[src/smd_consts.svh]
`ifndef SMD_CONSTS_SVH
`define SMD_CONSTS_SVH

// ----------------------------------------------------------------------
// register byte offsets
// ----------------------------------------------------------------------
`define SMD_ADDR_W        8
`define SMD_OFF_CTRL      8'h30
`define SMD_OFF_STATUS    8'h34
`define SMD_OFF_TAIL      8'h38
`define SMD_OFF_LEN       8'h3C
`define SMD_OFF_IRQ_STAT  8'h40
`define SMD_OFF_IRQ_MASK  8'h44

// ----------------------------------------------------------------------
// field positions and widths
// ----------------------------------------------------------------------
`define SMD_CTRL_RUN      0
`define SMD_CTRL_LENCHK   1
`define SMD_ST_HALTED     0
`define SMD_ST_IDLE       1
`define SMD_ST_RSVD       2
`define SMD_ST_DESC       3
`define SMD_ST_INTERR     4
`define SMD_IRQ_HALT      0
`define SMD_IRQ_IDLE      1
`define SMD_IRQ_ERR       2
`define SMD_IRQ_W         3
`define SMD_LEN_W         26

// ----------------------------------------------------------------------
// reset values
// ----------------------------------------------------------------------
`define SMD_RST_WORD      32'h0000_0000
`define SMD_RST_LEN       26'h000_0000
`define SMD_RST_IRQ       3'h0
`define SMD_RST_DESC_OPT  1'h1

`endif

[src/smd_pkg.sv]
package smd_pkg;

  // channel run/stop sequencing
  typedef enum logic [1:0] {
    CH_HALTED   = 2'b00,
    CH_RUNNING  = 2'b01,
    CH_STOPPING = 2'b10
  } smd_chan_state_t;

endpackage

[src/smd_status.sv]
// Added by the designer: the APB interface to the registers.
`timescale 1ns/1ps
// Function
// - the channel status word is readable at byte offset 34h.
// - status bit 0 reads 1 after reset and while halted, 0 while running.
// - halted sets once run is 0 and data (and descriptor) work has stopped.
// - halt follows a run clear after a variable lag; software polls for it.
// - a tail pointer write while halted in descriptor mode starts nothing.
// - a length write while halted in direct mode starts nothing.
// - descriptor mode idle reads 1 once the tail is reached, else 0.
// - a tail pointer write in descriptor mode restarts work from idle.
// - direct mode idle reads 1 once the current transfer completes.
// - idle is 0 while halted, and 0 before the first direct transfer.
// - status bit 2 is reserved, reads zero and ignores writes.
// - a fetched descriptor with buffer length 0 sets the error flag.
// - in descriptor mode, a received length differing from the packet length sets the flag.
// - direct mode write errors or oversize packets set the error flag.
// - an internal error clears run and halts after the engine stops.
`include "smd_consts.svh"

module smd_status
  import smd_pkg::*;
#(
  parameter bit DESC_ENGINE_BUILD_OPTION = `SMD_RST_DESC_OPT
) (
  input  wire logic                   pclk,           // register clock
  input  wire logic                   presetn,        // async reset, low
  input  wire logic                   psel,           // apb select
  input  wire logic                   penable,        // apb access phase
  input  wire logic                   pwrite,         // apb direction
  input  wire logic [`SMD_ADDR_W-1:0] paddr,          // apb byte address
  input  wire logic [31:0]            pwdata,         // apb write data
  output logic [31:0]                 prdata,         // apb read data
  output logic                        pready,         // apb ready
  output logic                        pslverr,        // apb error
  input  wire logic                   dm_busy,        // data mover active
  input  wire logic                   desc_busy,      // descriptor ops active
  input  wire logic                   desc_at_tail,   // tail reached, all done
  input  wire logic                   xfer_done,      // direct xfer complete
  input  wire logic                   zero_len_desc,  // descriptor length 0
  input  wire logic                   rxlen_valid,    // status length strobe
  input  wire logic [`SMD_LEN_W-1:0]  rxlen_value,    // received_length_field
  input  wire logic [`SMD_LEN_W-1:0]  pkt_len,        // stream_input_port len
  input  wire logic                   wr_err,         // memory write error
  input  wire logic                   pkt_too_long,   // packet over length
  output logic                        run_control_bit,// run to engine
  output logic                        tail_start,     // restart pulse
  output logic [31:0]                 tail_descriptor_pointer, // tail value
  output logic                        len_start,      // direct start pulse
  output logic [`SMD_LEN_W-1:0]       xfer_len,       // transfer length
  output logic                        irq             // level interrupt
);

  // ----------------------------------------------------------------------
  // state
  // ----------------------------------------------------------------------
  smd_chan_state_t         chan_state_reg;
  smd_chan_state_t         chan_state_next;
  logic                    run_reg;
  logic                    lenchk_reg;
  logic                    idle_reg;
  logic                    idle_q_reg;
  logic                    int_err_reg;
  logic [31:0]             tail_reg;
  logic [`SMD_LEN_W-1:0]   len_reg;
  logic                    tail_start_reg;
  logic                    len_start_reg;
  logic [`SMD_IRQ_W-1:0]   irq_stat_reg;
  logic [`SMD_IRQ_W-1:0]   irq_mask_reg;
  logic [`SMD_IRQ_W-1:0]   irq_evt;
  logic                    irq_reg;
  logic [31:0]             prdata_reg;
  logic                    pready_reg;
  logic                    pslverr_reg;
  logic                    apb_setup;
  logic                    apb_wr;
  logic                    addr_ok;
  logic                    halted;
  logic                    running;
  logic                    engine_stopped;
  logic                    err_evt;
  logic                    len_mismatch;
  logic [31:0]             status_word;
  logic [31:0]             rd_word;

  // ----------------------------------------------------------------------
  // apb slave, zero wait, ready from a flop
  // ----------------------------------------------------------------------
  assign apb_setup = psel & ~penable;
  assign apb_wr    = psel & penable & pready_reg & pwrite;

  always_comb begin
    addr_ok = 1'b1;
    rd_word = `SMD_RST_WORD;
    unique case (paddr)
      `SMD_OFF_CTRL: begin
        rd_word[`SMD_CTRL_RUN]    = run_reg;
        rd_word[`SMD_CTRL_LENCHK] = lenchk_reg;
      end
      `SMD_OFF_STATUS:   rd_word = status_word;
      `SMD_OFF_TAIL:     rd_word = tail_reg;
      `SMD_OFF_LEN:      rd_word[`SMD_LEN_W-1:0] = len_reg;
      `SMD_OFF_IRQ_STAT: rd_word[`SMD_IRQ_W-1:0] = irq_stat_reg;
      `SMD_OFF_IRQ_MASK: rd_word[`SMD_IRQ_W-1:0] = irq_mask_reg;
      default:           addr_ok = 1'b0;
    endcase
  end

  always_ff @(posedge pclk or negedge presetn) begin
    if (!presetn) begin
      pready_reg  <= 1'b0;
      pslverr_reg <= 1'b0;
      prdata_reg  <= `SMD_RST_WORD;
    end else begin
      pready_reg  <= apb_setup;
      pslverr_reg <= apb_setup & ~addr_ok;
      if (apb_setup && !pwrite) begin
        prdata_reg <= rd_word;
      end
    end
  end

  // ----------------------------------------------------------------------
  // status word
  // ----------------------------------------------------------------------
  assign halted  = (chan_state_reg == CH_HALTED);
  assign running = (chan_state_reg == CH_RUNNING);

  always_comb begin
    status_word                 = `SMD_RST_WORD;
    status_word[`SMD_ST_HALTED] = halted;
    status_word[`SMD_ST_IDLE]   = idle_reg;
    status_word[`SMD_ST_RSVD]   = 1'b0;
    status_word[`SMD_ST_DESC]   = DESC_ENGINE_BUILD_OPTION;
    status_word[`SMD_ST_INTERR] = int_err_reg;
  end

  // ----------------------------------------------------------------------
  // control register and run bit
  // ----------------------------------------------------------------------
  always_ff @(posedge pclk or negedge presetn) begin
    if (!presetn) begin
      run_reg    <= 1'b0;
      lenchk_reg <= 1'b0;
    end else begin
      if (err_evt) begin
        run_reg <= 1'b0;
      end else if (apb_wr && paddr == `SMD_OFF_CTRL) begin
        run_reg <= pwdata[`SMD_CTRL_RUN];
      end
      if (apb_wr && paddr == `SMD_OFF_CTRL) begin
        lenchk_reg <= pwdata[`SMD_CTRL_LENCHK];
      end
    end
  end

  // ----------------------------------------------------------------------
  // run/stop sequencing
  // ----------------------------------------------------------------------
  assign engine_stopped = ~dm_busy &
                          (~DESC_ENGINE_BUILD_OPTION | ~desc_busy);

  always_comb begin
    chan_state_next = chan_state_reg;
    unique case (chan_state_reg)
      CH_HALTED:
        if (run_reg) chan_state_next = CH_RUNNING;
      CH_RUNNING:
        if (!run_reg) chan_state_next = CH_STOPPING;
      CH_STOPPING:
        if (run_reg) chan_state_next = CH_RUNNING;
        else if (engine_stopped) chan_state_next = CH_HALTED;
      default:
        chan_state_next = CH_HALTED;
    endcase
  end

  always_ff @(posedge pclk or negedge presetn) begin
    if (!presetn) begin
      chan_state_reg <= CH_HALTED;
    end else begin
      chan_state_reg <= chan_state_next;
    end
  end

  // ----------------------------------------------------------------------
  // tail pointer and transfer length
  // ----------------------------------------------------------------------
  always_ff @(posedge pclk or negedge presetn) begin
    if (!presetn) begin
      tail_reg       <= `SMD_RST_WORD;
      len_reg        <= `SMD_RST_LEN;
      tail_start_reg <= 1'b0;
      len_start_reg  <= 1'b0;
    end else begin
      if (apb_wr && paddr == `SMD_OFF_TAIL) begin
        tail_reg <= pwdata;
      end
      if (apb_wr && paddr == `SMD_OFF_LEN) begin
        len_reg <= pwdata[`SMD_LEN_W-1:0];
      end
      tail_start_reg <= apb_wr && paddr == `SMD_OFF_TAIL &&
                        DESC_ENGINE_BUILD_OPTION && running;
      len_start_reg  <= apb_wr && paddr == `SMD_OFF_LEN &&
                        !DESC_ENGINE_BUILD_OPTION && running;
    end
  end

  // ----------------------------------------------------------------------
  // idle flag
  // ----------------------------------------------------------------------
  always_ff @(posedge pclk or negedge presetn) begin
    if (!presetn) begin
      idle_reg   <= 1'b0;
      idle_q_reg <= 1'b0;
    end else begin
      idle_q_reg <= idle_reg;
      if (!running) begin
        idle_reg <= 1'b0;
      end else if (DESC_ENGINE_BUILD_OPTION) begin
        idle_reg <= desc_at_tail & ~tail_start_reg;
      end else if (len_start_reg) begin
        idle_reg <= 1'b0;
      end else if (xfer_done) begin
        idle_reg <= 1'b1;
      end
    end
  end

  // ----------------------------------------------------------------------
  // internal error detection
  // ----------------------------------------------------------------------
  assign len_mismatch = lenchk_reg & rxlen_valid &
                        (rxlen_value != pkt_len);

  assign err_evt = DESC_ENGINE_BUILD_OPTION ?
                   (zero_len_desc | len_mismatch) :
                   (wr_err | pkt_too_long);

  always_ff @(posedge pclk or negedge presetn) begin
    if (!presetn) begin
      int_err_reg <= 1'b0;
    end else if (err_evt) begin
      int_err_reg <= 1'b1;
    end
  end

  // ----------------------------------------------------------------------
  // interrupt status, write one to clear, set wins
  // ----------------------------------------------------------------------
  assign irq_evt[`SMD_IRQ_HALT] = (chan_state_reg == CH_STOPPING) &
                                  (chan_state_next == CH_HALTED);
  assign irq_evt[`SMD_IRQ_IDLE] = idle_reg & ~idle_q_reg;
  assign irq_evt[`SMD_IRQ_ERR]  = err_evt & ~int_err_reg;

  genvar gi;
  generate
    for (gi = 0; gi < `SMD_IRQ_W; gi = gi + 1) begin : g_irq
      always_ff @(posedge pclk or negedge presetn) begin
        if (!presetn) begin
          irq_stat_reg[gi] <= 1'b0;
        end else if (irq_evt[gi]) begin
          irq_stat_reg[gi] <= 1'b1;
        end else if (apb_wr && paddr == `SMD_OFF_IRQ_STAT &&
                     pwdata[gi]) begin
          irq_stat_reg[gi] <= 1'b0;
        end
      end
    end
  endgenerate

  always_ff @(posedge pclk or negedge presetn) begin
    if (!presetn) begin
      irq_mask_reg <= `SMD_RST_IRQ;
      irq_reg      <= 1'b0;
    end else begin
      if (apb_wr && paddr == `SMD_OFF_IRQ_MASK) begin
        irq_mask_reg <= pwdata[`SMD_IRQ_W-1:0];
      end
      irq_reg <= |(irq_stat_reg & irq_mask_reg);
    end
  end

  // ----------------------------------------------------------------------
  // outputs
  // ----------------------------------------------------------------------
  assign prdata                  = prdata_reg;
  assign pready                  = pready_reg;
  assign pslverr                 = pslverr_reg;
  assign run_control_bit         = run_reg;
  assign tail_start              = tail_start_reg;
  assign tail_descriptor_pointer = tail_reg;
  assign len_start               = len_start_reg;
  assign xfer_len                = len_reg;
  assign irq                     = irq_reg;

  // ----------------------------------------------------------------------
  // assertions
  // ----------------------------------------------------------------------
  property p_status_read;
    @(posedge pclk) disable iff (!presetn)
    (apb_setup && !pwrite && paddr == `SMD_OFF_STATUS) |=>
      (prdata_reg[`SMD_ST_HALTED] == $past(halted) &&
       prdata_reg[`SMD_ST_INTERR] == $past(int_err_reg));
  endproperty
  a_status_read: assert property (p_status_read)
    else $error("status read data wrong");

  property p_run_leaves_halt;
    @(posedge pclk) disable iff (!presetn)
    (halted && run_reg) |=> !halted;
  endproperty
  a_run_leaves_halt: assert property (p_run_leaves_halt)
    else $error("halted stayed set with run high");

  property p_halt_cause;
    @(posedge pclk) disable iff (!presetn)
    $rose(halted) |-> $past(!run_reg && engine_stopped);
  endproperty
  a_halt_cause: assert property (p_halt_cause)
    else $error("halted set without stop condition");

  property p_tail_halted;
    @(posedge pclk) disable iff (!presetn)
    (halted && apb_wr && paddr == `SMD_OFF_TAIL) |=> !tail_start_reg;
  endproperty
  a_tail_halted: assert property (p_tail_halted)
    else $error("tail write while halted started work");

  property p_len_halted;
    @(posedge pclk) disable iff (!presetn)
    (halted && apb_wr && paddr == `SMD_OFF_LEN) |=> !len_start_reg;
  endproperty
  a_len_halted: assert property (p_len_halted)
    else $error("length write while halted started work");

  property p_tail_restart;
    @(posedge pclk) disable iff (!presetn)
    (DESC_ENGINE_BUILD_OPTION && running &&
     apb_wr && paddr == `SMD_OFF_TAIL) |=> tail_start_reg ##1 !idle_reg;
  endproperty
  a_tail_restart: assert property (p_tail_restart)
    else $error("tail write did not restart");

  property p_direct_idle;
    @(posedge pclk) disable iff (!presetn)
    (!DESC_ENGINE_BUILD_OPTION && running && xfer_done &&
     !len_start_reg) |=> idle_reg;
  endproperty
  a_direct_idle: assert property (p_direct_idle)
    else $error("idle not set after direct transfer");

  property p_idle_halt;
    @(posedge pclk) disable iff (!presetn)
    halted |-> !idle_reg;
  endproperty
  a_idle_halt: assert property (p_idle_halt)
    else $error("idle set while halted");

  property p_rsvd_zero;
    @(posedge pclk) disable iff (!presetn)
    (apb_setup && !pwrite && paddr == `SMD_OFF_STATUS) |=>
      (prdata_reg[`SMD_ST_RSVD] == 1'b0 &&
       prdata_reg[`SMD_ST_DESC] == DESC_ENGINE_BUILD_OPTION);
  endproperty
  a_rsvd_zero: assert property (p_rsvd_zero)
    else $error("reserved or option bit wrong");

  property p_err_set;
    @(posedge pclk) disable iff (!presetn)
    err_evt |=> (int_err_reg && !run_reg);
  endproperty
  a_err_set: assert property (p_err_set)
    else $error("error did not set flag and clear run");

  property p_err_sticky;
    @(posedge pclk) disable iff (!presetn)
    int_err_reg |=> int_err_reg [*4];
  endproperty
  a_err_sticky: assert property (p_err_sticky)
    else $error("internal error flag cleared");

endmodule

[config.mk]
export PLATFORM = sky130hd
export DESIGN_NAME = smd_status
export DESIGN_NICKNAME = d
export VERILOG_FILES = /design/src/smd_pkg.sv /design/src/smd_status.sv
export VERILOG_INCLUDE_DIRS = /design/src
export SDC_FILE = /design/constraint.sdc
export NUM_CORES = 1
export LEC_CHECK = 0
export BUFFER_PORTS_ARGS = -buffer_cell sky130_fd_sc_hd__buf_2
export CAP_MARGIN = 10
export CORE_MARGIN = 2
export CORE_UTILIZATION = 50
export DETAILED_ROUTE_END_ITERATION = 16
export PLACE_DENSITY = 0.84
export SYNTH_ARGS = -nofsm -noshare
export SYNTH_HDL_FRONTEND = slang
export SYNTH_SLANG_ARGS = --single-unit
export TNS_END_PERCENT = 10
[constraint.sdc]
create_clock -name pclk -period 4.85 [get_ports pclk]
set_input_delay 0.485 -clock pclk [delete_from_list [all_inputs] [get_ports pclk]]
set_output_delay 0.485 -clock pclk [all_outputs]
set_load 0.03 [all_outputs]
# --- After elaboration in Yosys (flattened, before gate mapping) ---
# Index checks and enable logic that the tools add are counted.
word_totals:
  ff_bits: 107
  out_inout_bits: 96
op_classes:
  eq_ne: 9
  muxes: 19
  bitwise: 21
  n_reduce_logical: 19
op_table:
  columns: ["cell", "count"]
  rows:
  - ["one-hot mux 23 bit (3 select lines)", 1]
  - ["== test 8 x 6 -> 1 bit (second input constant)", 4]
  - ["!= test 26 bit", 1]
  - ["== test 8 x 7 -> 1 bit (second input constant)", 2]
  - ["AND 1 bit", 12]
  - ["one-hot mux 2 bit (6 select lines)", 1]
  - ["logical AND 1 bit", 10]
  - ["two-way mux 1 bit", 10]
  - ["two-way mux 2 bit", 4]
  - ["nonzero test 2 bit", 4]
  - ["inverter 1 bit", 7]
  - ["two-way mux 6 bit", 1]
  - ["one-hot mux 2 bit (3 select lines)", 1]
  - ["OR reduction 6 bit", 1]
  - ["zero test 2 bit", 2]
  - ["one-hot mux 1 bit (4 select lines)", 1]
  - ["AND 3 bit", 1]
  - ["OR reduction 3 bit", 1]
  - ["== test 2 x 1 -> 1 bit (second input constant)", 1]
  - ["== test 2 bit (second input constant)", 1]
  - ["zero test 1 bit", 1]
  - ["bitwise OR 1 bit", 1]

# --- Logic depth before layout (Yosys ltp) ---
depth:
  depth_word: 8
  mapped_depth: 7

# --- Least setup slack after synthesis ---
# OpenSTA, ideal clock, no wires.
synth_path:
  path_type: "input to register"
  startpoint: "input paddr[7]"
  endpoint: "register len_reg[10], in the netlist xfer_len[10]"
  setup_time_ns: 0.125
  arrival_ns: 2.079
  slack_ns: 2.646
  stages: 7
  n_path_buf: 3
  path_cell_list: "nand4bb_1 -> buf_2 -> or3_1 -> buf_2 -> nor3_4 -> buf_6 -> mux2_2"
synth_between:
  elab_chain_len: 2
synth_rtl:
  columns: ["element", "line", "rtl"]
  rows:
  - ["from (decl)", "smd_status.sv:31", "input wire logic [`SMD_ADDR_W-1:0] paddr,"]
  - ["== test 8 x 6 -> 1 bit", null, null]
  - ["logical AND 1 bit (no source line)", null, null]
  - ["to (signal assigned)", "smd_status.sv:192", "len_reg <= `SMD_RST_LEN;"]
  - ["to (signal assigned)", "smd_status.sv:200", "len_reg <= pwdata[`SMD_LEN_W-1:0];"]
  - ["to (decl)", "smd_status.sv:65", "logic [`SMD_LEN_W-1:0] len_reg;"]
# Every way passes these cells.
# A chain may end at the register's enable or synchronous reset.

# --- Final worst setup path ---
layout_path:
  startpoint: "input paddr[7]"
  endpoint: "register len_reg[22], in the netlist xfer_len[22]"
# Same word-level chain as after synthesis.

==> results.sh <==
export IMPL_drc=0
export IMPL_fin_worst_skew_ns=0.00570
export IMPL_ys_ff_latch=107
export IMPL_fmax_mhz=430
export IMPL_synth_seq_area_share_pct=56.8
export IMPL_synth_area_top_cells="dfrtp_1, mux2_2, mux2i_1, xnor2_1, o21ai_0"
export IMPL_finalMaxSlewViolations=0
export IMPL_path_delay_family="simple AND/OR/NAND/NOR gates"
export IMPL_setup_viol=0
export IMPL_hold_class="primary input to asynchronous set/reset pin"
export IMPL_seq_power_share_pct=58.2
export IMPL_grt_start_max_net_pins=58
export IMPL_worstPathArrival_ns=2.56
export IMPL_critPathRequiredTime_ns=5.09
export IMPL_power_internal_mw=1.16
export IMPL_grt_first_pass_wirelength_mm=18.2
export IMPL_worstSetupStartpoint="paddr[7]"
export IMPL_ios=201
export IMPL_ys_types=40
export IMPL_die_y_um=101
export IMPL_p_sw_share_pct=24.8
export IMPL_core_area_mm2=0.00920
export IMPL_p_clk_share_pct=33.1
export IMPL_power_density_mw_per_mm2=259
export IMPL_first_pass_iters=4
export IMPL_fin_crit_ns=2.32
export IMPL_cts_sinks=107
export IMPL_cp_num_buf_inv=2
export IMPL_drive_gt1_share_pct=49.6
export IMPL_final_util_pct=64.9
export IMPL_vias=3653
export IMPL_cts_root_buf="clkbuf_8"
export IMPL_reg2reg_to="tail_descriptor_pointer[17]$_DFFE_PN0P_"
export IMPL_cp_slowest_cell="or3_1"
export IMPL_vias_per_cell=5.36
export IMPL_fin_total_pwr_mw=1.55
export IMPL_dp_hpwl_mm=8.27
export IMPL_dp_cells=665
export IMPL_antenna_found_initial=0
export IMPL_p_leak_nw=3.24
export IMPL_grt_ovfl_total=0
export IMPL_htreeDepth=3
export IMPL_worst_setup_path_type="primary input to register"
export IMPL_start_kind="primary input"
export IMPL_switchingPower_mw=0.384
export IMPL_synth_net_count=478
export IMPL_place_congestion=0.868
export IMPL_worstMarginPinSlew_ns=1.06
export IMPL_cts_buffers=9
export IMPL_rows=35
export IMPL_yosysTopAreaCell="dfrtp_1"
export IMPL_post_cts_resized=0
export IMPL_insertion_delay_ns=0.35
export IMPL_cts_hold_buf=0
export IMPL_netlist_instances=373
export IMPL_num_antenna_cells=0
export IMPL_cts_tree="done"
export IMPL_path_clk_slew_ns=0.10
export IMPL_synth_area_mm2=0.00471
export IMPL_grt_usage_pct=22.8
export IMPL_final_fill_count=749
export IMPL_avgRoutedWirePerCell_um=17.0
export IMPL_start_util_pct=51.2
export IMPL_synth_top_area_share_pct=56.8
export IMPL_instances_no_fill=682
export IMPL_crit_fanout=26
export IMPL_crit_chain="buf_2 -> nand4bb_1 -> or3_1 -> nor3_4 -> buf_4 -> mux2_2"
export IMPL_maxSlewHeadroom_pct=29.5
export IMPL_syn_area_per_cell_um2=12.6
export IMPL_regToRegSetupSlack_ns=2.88
export IMPL_rsz0062_at_grt="false"
export IMPL_r2r_cells=4
export IMPL_cp_end_kind="register"
export IMPL_final_period_utilization_pct=47.9
export IMPL_die_w_um=101
export IMPL_drtIter0Drc=128
export IMPL_fp_dieArea_mm2=0.0102
export IMPL_cts_buffer_depth=2
export IMPL_post_cts_buffers=0
export IMPL_yosys_warnings=0
export IMPL_hold_violations=0
export IMPL_layout_nets=671
export IMPL_critical_path_depth=6
export IMPL_drv_cap=0
export IMPL_drt_total_wl_mm=11.6
export IMPL_numPortBuffers=196
export IMPL_cpPeakStageDelay_ns=0.56
export IMPL_setup_tns_ns=0
export IMPL_r2r_start="pready$_DFF_PN0_"
export IMPL_ant_nets=0
export IMPL_first_global_vias=3690
export IMPL_worst_ir_drop_vdd_mv=0.152
export IMPL_area_growth_pct=26.6
export IMPL_outcome="completed"
export IMPL_comb_power_share_pct=8.7
## worst register-to-register path, cell delays in order, from the launching register on
cell     delay (ns)
dfrtp_1        0.36
nand4_1        0.32
nor4_4         0.30
buf_4          0.46
mux2_2         0.42
## placed cells by master (no fill, tap or decap), types with 2 or more instances in the layout
cell type	n
buf_2	196
dfrtp_1	107
mux2_2	64
nand2_1	36
o21ai_0	28
xnor2_1	26
mux2i_1	24
clkbuf_8	10
nand4_1	7
a22o_1	7
nor2b_1	5
nor2_1	5
nor3_1	5
buf_4	5
a21oi_1	4
or3_1	4
nor4_1	4
inv_1	3
a22oi_1	3
nand2b_1	2
a21boi_0	2
o31ai_1	2
clkinvlp_4	2
## logic make-up (layout without fill, tap and decap cells)
kind of cell              count (synthesis)  count (layout)  synth area share (%)
xor gates and xnor gates                 26              26                  4.83
buffers and inverters                    22             220                  2.34
AOI/OAI and AO/OA                        53              53                  7.12
and+or+nand+nor                          76              76                  8.42
muxes                                    88              88                  20.4
other                                     1               1                0.0796
DFF                                     107             107                  56.8
## layer usage
metal | vias to the layer above | GRT usage [%] | wire (um)
met5 | - | 0 | 0
li1 | 1722 | - | -
met2 | 110 | 39.1 | 6070
met1 | 1809 | 28.9 | 4800
met4 | 0 | 8.00 | 163
met3 | 12 | 4.44 | 569
## power by group through the flow
stage | Sequential [mW] | Combinational [mW] | Clock [mW]
floorplan | 0.924 | 0.0500 | 0
global placement | 0.918 | 0.130 | 0
detailed placement | 0.918 | 0.135 | 0
CTS | 0.901 | 0.135 | 0.528
global route | 0.902 | 0.148 | 0.563
finish | 0.901 | 0.134 | 0.513
## cell usage after synthesis
master / number
a21boi_0: 2
a21oi_1: 4
a221o_1: 1
a222oi_1: 1
a22o_1: 7
a22oi_1: 3
a31oi_1: 1
a32oi_1: 1
buf_1: 2
buf_2: 7
buf_4: 1
buf_6: 2
clkbuf_1: 7
conb_1: 1
dfrtp_1: 107
inv_1: 3
mux2_2: 64
mux2i_1: 24
nand2_1: 36
nand2b_1: 2
nand3_1: 1
nand4_1: 7
nand4b_1: 1
nand4bb_1: 1
nor2_1: 5
nor2b_1: 5
nor3_1: 5
nor3_4: 1
nor3b_1: 1
nor4_1: 4
nor4_2: 1
nor4b_1: 1
o21ai_0: 28
o221ai_1: 1
o22a_1: 1
o31ai_1: 2
o41ai_1: 1
or3_1: 4
or4b_1: 1
xnor2_1: 26
## stage by stage
| stage | worst slack [ns] | hold WS [ns] | cell area [um2] |
|---|---|---|---|
| 2_1_floorplan | 2.65 | 0.189 | 4710 |
| 3_3_place_gp | 2.22 | 0.363 | 5770 |
| 3_5_place_dp | 2.16 | 0.389 | 5770 |
| 4_1_cts | 2.55 | 0.186 | 5960 |
| 5_1_grt | 2.44 | 0.219 | 5970 |
| 6_report | 2.53 | 0.172 | 5970 |
## how the worst max path moves through the flow
stage,slack [ns],end
after floorplan,2.65,xfer_len[10]$_DFFE_PN0P_
after global placement,2.22,xfer_len[8]$_DFFE_PN0P_
after detailed placement,2.16,xfer_len[22]$_DFFE_PN0P_
after CTS,2.55,xfer_len[22]$_DFFE_PN0P_
after global routing,2.44,xfer_len[22]$_DFFE_PN0P_
final,2.53,xfer_len[22]$_DFFE_PN0P_
## cell type report
cell class	instances	area (um2)	share of cell area (%)
timing repair buffer	201	1020	17.1
clock buffer	10	138	2.31
sequential	107	2680	44.9
multi-input combinational	244	1930	32.4
inverter	3	11.3	0.189
clock inverter	6	48.8	0.818
tap	111	139	2.33
(Power assumes the default switching activity.)
